[src/core/clk_ctrl_pkg.sv]
// constants for the clock source and pll control block
package clk_ctrl_pkg;
   localparam int ADDR_W = 8;
   localparam int DATA_W = 32;
   // register byte offsets
   localparam logic [7:0] OSC_CTRL_OFF = 8'h00;
   localparam logic [7:0] STATUS_OFF = 8'h04;
   localparam logic [7:0] IRQ_STATUS_OFF = 8'h08;
   localparam logic [7:0] IRQ_MASK_OFF = 8'h0c;
   localparam logic [7:0] PBA_MASK_OFF = 8'h10;
   localparam logic [7:0] MAIN_SEL_OFF = 8'h14;
   localparam logic [7:0] PERIPH_PWR_OFF = 8'h18;
   localparam logic [7:0] RANGE_TOP_OFF = 8'h1c;
   // unlock key
   localparam logic [31:0] UNLOCK_KEY = 32'h5a5a5a5a;
   // osc_ctrl fields
   localparam int LP_RC_EN_BIT = 0;
   localparam int PLL_EN_BIT = 1;
   localparam int CFD_EN_BIT = 2;
   localparam int LOCK_CNT_LSB = 8;
   localparam int LOCK_CNT_W = 4;
   // status fields
   localparam int ST_LP_RC_BIT = 0;
   localparam int ST_LOCK_BIT = 1;
   localparam int ST_UNLOCK_BIT = 2;
   localparam int ST_ON_SYSRC_BIT = 3;
   // interrupt events
   localparam int IRQ_W = 3;
   localparam int EV_CFD = 0;
   localparam int EV_LOCK = 1;
   localparam int EV_LP_RC = 2;
   // peripheral power control fields
   localparam int ROUTE_BIT = 0;
   // reset values
   localparam logic [31:0] PBA_MASK_RST = 32'h0e00_0000;
   localparam logic [31:0] PERIPH_PWR_RST = 32'h0000_0001;
   // main clock sources
   typedef enum logic [1:0] {
      SRC_SYSRC = 2'b00,
      SRC_OSC = 2'b01,
      SRC_PLL = 2'b10,
      SRC_DFLL = 2'b11
   } main_src_t;
   localparam int SYNC_STAGES = 2;
endpackage : clk_ctrl_pkg

[src/core/bit_sync.sv]
// two-flop synchroniser bank for oscillator status levels
`timescale 1ns/1ns
module bit_sync
   import clk_ctrl_pkg::*;
#(
   parameter int WIDTH = 1
)
(
   input wire logic clk,
   input wire logic rst,
   input wire logic ce,
   input wire logic [WIDTH-1:0] async_in,
   output logic [WIDTH-1:0] sync_out
);
   // one pair of flops per bit; stage one feeds only stage two
   genvar i;
   generate
      for (i = 0; i < WIDTH; i++)
      begin : g_bit
         logic meta_reg;
         logic stable_reg;
         always_ff @(posedge clk or posedge rst)
         begin
            if (rst)
            begin
               meta_reg <= 1'b0;
               stable_reg <= 1'b0;
            end
            else if (ce)
            begin
               meta_reg <= async_in[i];
               stable_reg <= meta_reg;
            end
         end
         assign sync_out[i] = stable_reg;
      end
   endgenerate
endmodule : bit_sync

[src/core/clock_source_and_pll_control.sv]
// clock source, pll, failure detector and bus clock mask control
//
// Implementation choices: strobed register access and the register offsets.
`timescale 1ns/1ns
// Overview of operation
// - rc enable readback shows real oscillator state
// - key write anywhere in range unlocks
// - failure flag forces main clock to rc
// - sleepwalk masks all other bus clocks
// - three spare bus clocks enabled at reset
module clock_source_and_pll_control
   import clk_ctrl_pkg::*;
#(
   parameter int NUM_PB = 32
)
(
   input wire logic clk,
   input wire logic rst,
   input wire logic ce,
   input wire logic [ADDR_W-1:0] addr,
   input wire logic [DATA_W-1:0] wdata,
   input wire logic wr_en,
   input wire logic rd_en,
   output logic [DATA_W-1:0] rdata,
   input wire logic lp_rc_ready_async,
   input wire logic pll_lock_async,
   input wire logic clk_fail_async,
   input wire logic sleep_idle_frozen,
   input wire logic [NUM_PB-1:0] sleepwalk_req,
   output logic low_power_rc_osc_en,
   output logic pll_enable_signal,
   output logic clock_failure_detect_en,
   output logic rc_output_pin_en,
   output logic [1:0] main_src,
   output logic [NUM_PB-1:0] pb_clk_en,
   output logic irq
);
   logic [DATA_W-1:0] osc_ctrl_reg;
   logic [IRQ_W-1:0] irq_status_reg;
   logic [IRQ_W-1:0] irq_mask_reg;
   logic [NUM_PB-1:0] pba_mask_reg;
   logic [1:0] main_src_reg;
   logic [DATA_W-1:0] periph_pwr_reg;
   logic unlock_reg;
   logic cfd_en_prev_reg;
   logic lock_prev_reg;
   logic lp_rc_prev_reg;
   logic [LOCK_CNT_W-1:0] lock_cnt_reg;
   logic [DATA_W-1:0] rdata_reg;
   logic [2:0] synced;
   logic lp_rc_ready;
   logic pll_lock_raw;
   logic clk_fail;
   logic lock_flag;
   logic cfd_set;
   logic [IRQ_W-1:0] ev;
   logic in_range;
   logic key_wr;
   logic pll_en_rise;
   logic [LOCK_CNT_W-1:0] lock_cnt_cfg;

   // oscillator status levels into the bus domain
   bit_sync #(.WIDTH(3)) u_sync (
      .clk(clk),
      .rst(rst),
      .ce(ce),
      .async_in({clk_fail_async, pll_lock_async, lp_rc_ready_async}),
      .sync_out(synced)
   );
   assign lp_rc_ready = synced[0];
   assign pll_lock_raw = synced[1];
   assign clk_fail = synced[2];

   // address decode and key detect
   assign in_range = addr < RANGE_TOP_OFF;
   assign key_wr = wr_en && in_range && (wdata == UNLOCK_KEY);
   assign lock_cnt_cfg = osc_ctrl_reg[LOCK_CNT_LSB +: LOCK_CNT_W];
   assign pll_en_rise = wr_en && !key_wr && (addr == OSC_CTRL_OFF) && wdata[PLL_EN_BIT]
      && !osc_ctrl_reg[PLL_EN_BIT];

   // failure seen while enabled or in the cycle it is switched off
   assign cfd_set = clk_fail && (osc_ctrl_reg[CFD_EN_BIT] || cfd_en_prev_reg);
   assign lock_flag = pll_lock_raw && (lock_cnt_reg == '0) && osc_ctrl_reg[PLL_EN_BIT];
   assign ev[EV_CFD] = cfd_set;
   assign ev[EV_LOCK] = lock_flag && !lock_prev_reg;
   assign ev[EV_LP_RC] = lp_rc_ready != lp_rc_prev_reg;

   // oscillator control register
   always_ff @(posedge clk or posedge rst)
   begin
      if (rst)
         osc_ctrl_reg <= '0;
      else if (ce && wr_en && !key_wr && addr == OSC_CTRL_OFF)
         osc_ctrl_reg <= wdata & 32'h0000_0f07;
   end

   // lock mask counter loaded on pll enable
   always_ff @(posedge clk or posedge rst)
   begin
      if (rst)
         lock_cnt_reg <= '0;
      else if (ce)
      begin
         if (pll_en_rise)
            lock_cnt_reg <= wdata[LOCK_CNT_LSB +: LOCK_CNT_W];
         else if (lock_cnt_reg != '0)
            lock_cnt_reg <= lock_cnt_reg - 1'b1;
      end
   end

   // edge history for events
   always_ff @(posedge clk or posedge rst)
   begin
      if (rst)
      begin
         cfd_en_prev_reg <= 1'b0;
         lock_prev_reg <= 1'b0;
         lp_rc_prev_reg <= 1'b0;
      end
      else if (ce)
      begin
         cfd_en_prev_reg <= osc_ctrl_reg[CFD_EN_BIT];
         lock_prev_reg <= lock_flag;
         lp_rc_prev_reg <= lp_rc_ready;
      end
   end

   // sticky events, write one to clear, set wins
   always_ff @(posedge clk or posedge rst)
   begin
      if (rst)
         irq_status_reg <= '0;
      else if (ce)
      begin
         if (wr_en && !key_wr && addr == IRQ_STATUS_OFF)
            irq_status_reg <= (irq_status_reg & ~wdata[IRQ_W-1:0]) | ev;
         else
            irq_status_reg <= irq_status_reg | ev;
      end
   end

   // interrupt mask
   always_ff @(posedge clk or posedge rst)
   begin
      if (rst)
         irq_mask_reg <= '0;
      else if (ce && wr_en && !key_wr && addr == IRQ_MASK_OFF)
         irq_mask_reg <= wdata[IRQ_W-1:0];
   end

   // bus clock mask, spare clocks on at reset
   always_ff @(posedge clk or posedge rst)
   begin
      if (rst)
         pba_mask_reg <= PBA_MASK_RST[NUM_PB-1:0];
      else if (ce && wr_en && !key_wr && addr == PBA_MASK_OFF)
         pba_mask_reg <= wdata[NUM_PB-1:0];
   end

   // peripheral power control, holds rc output route
   always_ff @(posedge clk or posedge rst)
   begin
      if (rst)
         periph_pwr_reg <= PERIPH_PWR_RST;
      else if (ce && wr_en && !key_wr && addr == PERIPH_PWR_OFF)
         periph_pwr_reg <= wdata & 32'h0000_0001;
   end

   // unlock armed by key, consumed by next write
   always_ff @(posedge clk or posedge rst)
   begin
      if (rst)
         unlock_reg <= 1'b0;
      else if (ce && wr_en)
         unlock_reg <= key_wr;
   end

   // main clock select, locked unless armed, failure forces rc
   always_ff @(posedge clk or posedge rst)
   begin
      if (rst)
         main_src_reg <= SRC_SYSRC;
      else if (ce)
      begin
         if (cfd_set)
            main_src_reg <= SRC_SYSRC;
         else if (wr_en && !key_wr && unlock_reg && addr == MAIN_SEL_OFF)
            main_src_reg <= wdata[1:0];
      end
   end

   // read data, one cycle after strobe
   always_ff @(posedge clk or posedge rst)
   begin
      if (rst)
         rdata_reg <= '0;
      else if (ce)
      begin
         rdata_reg <= '0;
         if (rd_en)
         begin
            if (addr == OSC_CTRL_OFF)
               rdata_reg <= {osc_ctrl_reg[DATA_W-1:1], lp_rc_ready};
            else if (addr == STATUS_OFF)
               rdata_reg <= {28'h0000000, main_src_reg == SRC_SYSRC, unlock_reg, lock_flag, lp_rc_ready};
            else if (addr == IRQ_STATUS_OFF)
               rdata_reg <= {29'h0000000, irq_status_reg};
            else if (addr == IRQ_MASK_OFF)
               rdata_reg <= {29'h0000000, irq_mask_reg};
            else if (addr == PBA_MASK_OFF)
               rdata_reg <= DATA_W'(pba_mask_reg);
            else if (addr == MAIN_SEL_OFF)
               rdata_reg <= {30'h00000000, main_src_reg};
            else if (addr == PERIPH_PWR_OFF)
               rdata_reg <= periph_pwr_reg;
         end
      end
   end

   // outputs
   assign rdata = rdata_reg;
   assign low_power_rc_osc_en = osc_ctrl_reg[LP_RC_EN_BIT];
   assign pll_enable_signal = osc_ctrl_reg[PLL_EN_BIT];
   assign clock_failure_detect_en = osc_ctrl_reg[CFD_EN_BIT];
   assign rc_output_pin_en = periph_pwr_reg[ROUTE_BIT] && lp_rc_ready;
   assign main_src = main_src_reg;
   assign irq = |(irq_status_reg & irq_mask_reg);

   // sleepwalk keeps only the requesting module's clock
   assign pb_clk_en = (sleep_idle_frozen && |sleepwalk_req) ? (pba_mask_reg & sleepwalk_req)
      : pba_mask_reg;

   // checks
   a_key_unlocks: assert property (@(posedge clk) disable iff (rst)
      ce && wr_en && in_range && wdata == UNLOCK_KEY |=> unlock_reg)
      else $error("key write did not unlock");
   a_cfd_fallback: assert property (@(posedge clk) disable iff (rst)
      ce && cfd_set |=> main_src == SRC_SYSRC && irq_status_reg[EV_CFD])
      else $error("failure did not force system rc");
   a_sleepwalk_mask: assert property (@(posedge clk) disable iff (rst)
      sleep_idle_frozen && |sleepwalk_req |-> (pb_clk_en & ~sleepwalk_req) == '0)
      else $error("other bus clocks left running in sleepwalk");
   a_spare_reset: assert property (@(posedge clk)
      $fell(rst) |-> pba_mask_reg[27:25] == 3'b111)
      else $error("spare bus clocks not on after reset");
   a_readback_real: assert property (@(posedge clk) disable iff (rst)
      ce && rd_en && addr == OSC_CTRL_OFF |=> rdata[0] == $past(lp_rc_ready))
      else $error("rc enable readback not real state");
   a_sync_delay: assert property (@(posedge clk) disable iff (rst)
      ce [*3] |-> lp_rc_ready == $past(lp_rc_ready_async, 2))
      else $error("status not two stages behind");
   a_lock_masked: assert property (@(posedge clk) disable iff (rst)
      lock_cnt_reg != '0 |-> !lock_flag)
      else $error("lock flag shown during mask count");
   a_irq_level: assert property (@(posedge clk) disable iff (rst)
      ce && ev[EV_CFD] && irq_mask_reg[EV_CFD] |=> irq)
      else $error("unmasked event gave no interrupt");
   a_locked_sel: assert property (@(posedge clk) disable iff (rst)
      ce && !unlock_reg && !cfd_set |=> main_src_reg == $past(main_src_reg))
      else $error("clock select changed while locked");
endmodule : clock_source_and_pll_control

[config.mk]
export PLATFORM = sky130hd
export DESIGN_NAME = clock_source_and_pll_control
export DESIGN_NICKNAME = d
export VERILOG_FILES = /design/src/core/clk_ctrl_pkg.sv /design/src/core/bit_sync.sv /design/src/core/clock_source_and_pll_control.sv
export SDC_FILE = /design/constraint.sdc
export NUM_CORES = 1
export LEC_CHECK = 0
export ABC_AREA = 0
export BUFFER_PORTS_ARGS = -buffer_cell sky130_fd_sc_hd__clkbuf_2
export CAP_MARGIN = 30
export CORE_ASPECT_RATIO = 1.75
export CORE_MARGIN = 1.5
export CORE_UTILIZATION = 47
export DETAILED_ROUTE_END_ITERATION = 8
export HOLD_SLACK_MARGIN = 0.03
export PLACE_DENSITY = 0.78
export SLEW_MARGIN = 25
export SYNTH_ARGS = -nofsm -noshare
export SYNTH_HDL_FRONTEND = slang
export SYNTH_SLANG_ARGS = --single-unit
[constraint.sdc]
create_clock -name clk -period 4.39 [get_ports clk]
set_input_delay 0.2195 -clock clk [delete_from_list [all_inputs] [get_ports clk]]
set_output_delay 0.2195 -clock clk [all_outputs]
set_load 0.02 [all_outputs]
-- Word-level counts from Yosys, hierarchy flattened
Index checks and enable logic that the tools add are counted.
- bits in registers: 94
- latch bits: 0
- RAM bits: 0
- bits in read-only memories: 0
- bits of input ports: 81
- output and inout port bits: 71
- word-level logic and storage cells: 83
- memories kept: 0
- add/subtract/negate cells: 1
- multipliers: 0
- divide/modulo/power cells: 0
- order comparisons: 1
- equality and inequality tests: 8
- shift-type cells: 0
- muxes and demuxes: 14
- bitwise logic cells: 6
- reduce and logical (&&, ||, !) cells: 35
- operators with widths (operator ; count):
    32-bit 2-to-1 mux ; 7
    32-bit AND ; 1
    32-bit by 31-bit equality test with 1-bit output, second input constant ; 1
    32-bit OR reduction ; 1
    8-bit by 5-bit equality test with 1-bit output, second input constant ; 3
    1-bit logical AND ; 21
    8-bit by 4-bit equality test with 1-bit output, second input constant ; 2
    8-bit by 3-bit equality test with 1-bit output, second input constant ; 1
    8-bit logical NOT ; 1
    8-bit by 5-bit less-than comparator with 1-bit output, second input constant ; 1
    4-bit 2-to-1 mux ; 2
    3-bit AND ; 2
    2-bit 2-to-1 mux ; 3
    3-bit OR ; 2
    4-bit logical NOT ; 1
    2-bit AND reduction ; 2
    2-bit nonzero test ; 2
    4-bit nonzero test ; 1
    4-bit by 1-bit subtractor with 4-bit output, second input constant ; 1
    1-bit logical NOT ; 3
    3-bit 2-to-1 mux ; 1
    3-bit inverter ; 1
    3-bit OR reduction ; 1
    2-bit logical NOT ; 1
    other kinds (3) ; 3

-- Logic depth before layout (Yosys ltp)
- depth in word-level cells: 10
- mapped depth: 7
- mapped depth without buffers: 7

-- By module
From an unflattened synthesis, not the netlist that was laid out.
- cell total of the unflattened synthesis: 397
- area total of the unflattened synthesis: 4743.3 µm²
- by module, submodules not included (module ; times used ; cells each ; area an instance (µm²)):
    clock_source_and_pll_control ; 1 ; 380 ; 4465.5
    bit_sync ; 1 ; 17 ; 277.8

-- Worst setup path after synthesis
Ideal clock, no wire load.
- kind: input-to-reg
- from: input wdata[15]
- to: register pba_mask_reg[0]
- library setup time: 0.125 ns
- data arrival time: 2.235 ns
- setup slack: 2.030 ns
- stages: 7
- buffers on the path: 2
- path through: or4b_1 > or4_1 > nor4_2 > buf_4 > nor3b_4 > buf_6 > mux2_4
- word-level cells in the longest chain between the ends: 5
- RTL lines (what ; RTL line ; RTL):
    start, declared ; clock_source_and_pll_control.sv:21 ; input wire logic [DATA_W-1:0] wdata,
    32-bit by 31-bit equality test with 1-bit output ; clock_source_and_pll_control.sv:76 ; assign key_wr = wr_en && in_range && (wdata == UNLOCK_KEY);
    1-bit logical AND ; clock_source_and_pll_control.sv:76 ;
    1-bit logical NOT ; clock_source_and_pll_control.sv:156 ; else if (ce && wr_en && !key_wr && addr == PBA_MASK_OFF)
    1-bit logical AND (2 in a row) ; clock_source_and_pll_control.sv:156 ;
    end signal, assigned ; clock_source_and_pll_control.sv:155 ; pba_mask_reg <= PBA_MASK_RST[NUM_PB-1:0];
    end signal, assigned ; clock_source_and_pll_control.sv:157 ; pba_mask_reg <= wdata[NUM_PB-1:0];
    end, declared ; clock_source_and_pll_control.sv:41 ; logic [NUM_PB-1:0] pba_mask_reg;
No other way between the ends.
A chain may end at the register's enable or synchronous reset.

-- Worst setup path in the final report
- from: input sleepwalk_req[0]
- to: output pb_clk_en[29]
- word-level cells in the longest chain between the ends: 3
- RTL lines (what ; RTL line ; RTL):
    start, declared ; clock_source_and_pll_control.sv:29 ; input wire logic [NUM_PB-1:0] sleepwalk_req,
    32-bit OR reduction ; clock_source_and_pll_control.sv:230 ; assign pb_clk_en = (sleep_idle_frozen && |sleepwalk_req) ? (pba_mask_reg & sleepwalk_req)
    1-bit logical AND ; clock_source_and_pll_control.sv:230 ;
    32-bit 2-to-1 mux ; clock_source_and_pll_control.sv:230 ;
    end, declared ; clock_source_and_pll_control.sv:35 ; output logic [NUM_PB-1:0] pb_clk_en,
No other way between the ends.

==> flow_summary.ini <==
[timing]
slew_headroom = 0.517
maxSlewViolCount = 0
hold_viol = 0
fin_crit_sh = 0.563
rsz0062_at_grt = false
finalSetupTns_ns = 0
worstMarginPinSlew_ns = 0.724
fmax_mhz = 405
clock_skew_ns = 0.00687
setup-violations-final = 0
period_needed_ns = 2.47

[floorplanning]
ioPinCount = 152
core_sq_mm = 0.00935
dieArea_sq_mm = 0.0101
die_h_um = 132
die_w_um = 76.8
rows = 47
initial_core_util = 0.479

[finish]
nNetsFinal = 592
n_antenna_cell = 0
n_fill_cell = 763
drive_gt1_frac = 0.454
syn2layout_area_growth_pct = 26.8
fin_cells = 637

[drt]
vias = 3712
wirelength_mm = 12.2
drt_iter0_drc = 199
drt-wirelength-per-cell_um = 19.2
ant_nets = 0
drc = 0
vias_per_cell = 5.83
firstDrtPassIters = 4

[yosys]
ys_warn_count = 0
synth-compound-area-share = 0.160
synth_mux_area_frac = 0.169
ys_seq_elements = 94
mappedNetlistNets = 437
synth_edf_count = 0
synth_simple_gate_area_share = 0.111
ys_async_sr_fraction = 1.00
ys_seq_area_frac = 0.527
avgSynthCellArea_sq_um = 12.6
synthAdderAreaFrac = 0.00280
synthXorXnorAreaFrac = 0.00196
ys.flop_type = dfrtp_1
yosysUniqueCellTypes = 50
synth_top_family_by_area = multiplexers
synth_cells = 355
synth_area_sq_mm = 0.00447

[global_routing]
antenna_found_initial = 0
grt_max_degree = 53
track_usage = 0.246
grt_pass1_wl_mm = 19.4
grt-ovfl-total = 0
grt_pass1_vias = 3828

[clocking]
cts_resized = 0
path_clk_slew_ns = 0.06
cts_tree = yes
clockBufferDepth = 2
numCtsBuffers = 9
cts_max_level = 3
cts.sinks = 94
root_buffer = clkbuf_16
clkLatencyLatePin_ns = 0.33

[power_and_ir_drop]
p_int_mw = 1.46
switching_share = 0.256
seqPwrFrac = 0.485
p_per_area_mw_per_mm2 = 346
power.net_switching_mw = 0.502
combPwrFrac = 0.125
pwr-share-clk = 0.391
leakage_nw = 2.82
ir_drop_v = 0.000238

[hold_path]
hold_class = input port to flip-flop

[flow_run]
maxCapViolations = 0

[outcome]
status = finished clean

[worst_setup_path]
path_max_fanout = 32
worstPathArrival_ns = 2.25
end_kind = output port
crit_type = input port to output port
worstPathRequired_ns = 4.17
worst_setup_path_start_kind = input port

[placement]
place_hpwl_mm = 9.35
gp_congestion = 0.874
numPortBuffers = 151
place_inst = 620
==> cell families after synthesis <==
| family | count (synthesis) |
|---|---|
| multiplexers | 58 |
| AND/OR/NAND/NOR | 80 |
| buffers and inverters | 27 |
| XOR/XNOR | 1 |
| adder cells (fa/ha/maj) | 1 |
| AO/OA/AOI/OAI | 94 |
| flip-flops | 94 |
==> final timing paths <==
path / cells past startpoint / startpoint / end / slack (ns)
max in group asynchronous: 4 / rst / irq_mask_reg[2] / 2.84
worst min register to register: 1 / lock_prev_reg / irq_status_reg[1] / 0.45
worst min-delay path: 2 / lp_rc_ready_async / u_sync.g_bit[0].meta_reg / 0.12
min in group asynchronous: 3 / rst / rdata[23] / 0.48
worst max register to register: 7 / lock_cnt_reg[0] / rdata[1] / 2.44
worst max-delay path: 7 / sleepwalk_req[0] / pb_clk_en[29] / 1.92
==> synthesized netlist by cell type, drive strengths merged (2+ instances only) <==
library cell,n,area (sq um)
o2bb2ai,4,35.0
nor4,12,81.3
o31ai,2,15.0
clkbuf,11,41.3
nand3,5,25.0
nand4,4,25.0
mux2,51,687
and4b,4,40.0
nor3,10,50.1
nand2b,2,12.5
or4b,2,20.0
mux2i,7,70.1
a21oi,8,40.0
o22ai,2,12.5
nor4b,3,26.3
o211ai,3,22.5
nand4b,3,26.3
nor3b,3,33.8
o21a,33,248
dfstp,4,105
or4,6,45.0
o21ai,5,25.0
nor2,3,11.3
a22oi,4,30.0
inv,10,37.5
nand2,18,67.6
a22o,25,219
dfrtp,90,2250
buf,6,48.8
==> per-layer routing <==
layer | global-route usage | vias up | share of wire
met3 | 0.0429 | 33 | 0.049
li1 | - | 1672 | -
met1 | 0.280 | 1855 | 0.37
met4 | 0.139 | 0 | 0.042
met5 | 0 | - | 0
met2 | 0.430 | 152 | 0.54
==> through the flow <==
step	area [sq um]	hold WS [ns]	util	setup slack, ns	total power [mW]
global route	5670	0.119	0.607	1.88	2.04
floorplan	4470	0.331	-	1.73	1.10
CTS	5670	0.107	0.607	1.95	1.97
global placement	5370	0.282	0.574	1.66	1.19
finish	5670	0.117	0.607	1.92	1.96
detailed placement	5370	0.297	0.574	1.61	1.21
==> cells in the final DEF (no fill, tap or decap), types with 2 or more instances in the layout <==
| cell | n |
|---|---|
| a21oi_1 | 8 |
| a22o_1 | 25 |
| a22oi_1 | 4 |
| and4b_1 | 4 |
| buf_4 | 8 |
| clkbuf_1 | 2 |
| clkbuf_16 | 9 |
| clkbuf_2 | 151 |
| clkinvlp_4 | 2 |
| dfrtp_1 | 90 |
| dfstp_2 | 4 |
| inv_1 | 9 |
| mux2_2 | 21 |
| mux2_4 | 30 |
| mux2i_1 | 7 |
| nand2_1 | 18 |
| nand2b_1 | 2 |
| nand3_1 | 5 |
| nand4_1 | 4 |
| nand4b_1 | 3 |
| nor2_1 | 3 |
| nor3_1 | 10 |
| nor3b_1 | 2 |
| nor4_1 | 10 |
| nor4_2 | 2 |
| nor4b_1 | 3 |
| o211ai_1 | 3 |
| o21a_1 | 33 |
| o21ai_0 | 4 |
| o22ai_1 | 2 |
| o2bb2ai_1 | 4 |
| o31ai_1 | 2 |
| or4_1 | 6 |
| or4b_1 | 2 |
==> repair_timing <==
| action | 4_1_cts | 5_1_grt |
|---|---|---|
| hold buffers | 1 | 0 |
| hold endpoints to repair | 39 | 0 |
| setup buffers | 0 | 0 |
==> worst max-delay path, cell delays in order <==
cell and delay (ns):
clkbuf_2 0.09, nor4_1 0.61, nand4_1 0.40, o21ai_2 0.23
buf_4 0.35, o21a_1 0.18, clkbuf_2 0.17
==> area by class of cell <==
type                            instances  area (sq um)  share of cell area
Inverter                               10          40.0             0.00706
Clock inverter                          5          58.8              0.0104
Tap cell                              122           153              0.0269
Multi-Input combinational cell        234          2000               0.353
Sequential cell                        94          2360               0.416
Clock buffer                           11           233              0.0410
Timing Repair Buffer                  161           831               0.146
==> power by group through the flow <==
stage	clock network (mW)	logic [mW]	registers (mW)
after floorplan	0	0.148	0.952
after global routing	0.814	0.271	0.956
after global placement	0	0.233	0.961
final	0.766	0.245	0.950
after CTS	0.777	0.248	0.949
after detailed placement	0	0.246	0.964
(Power assumes the default switching activity.)
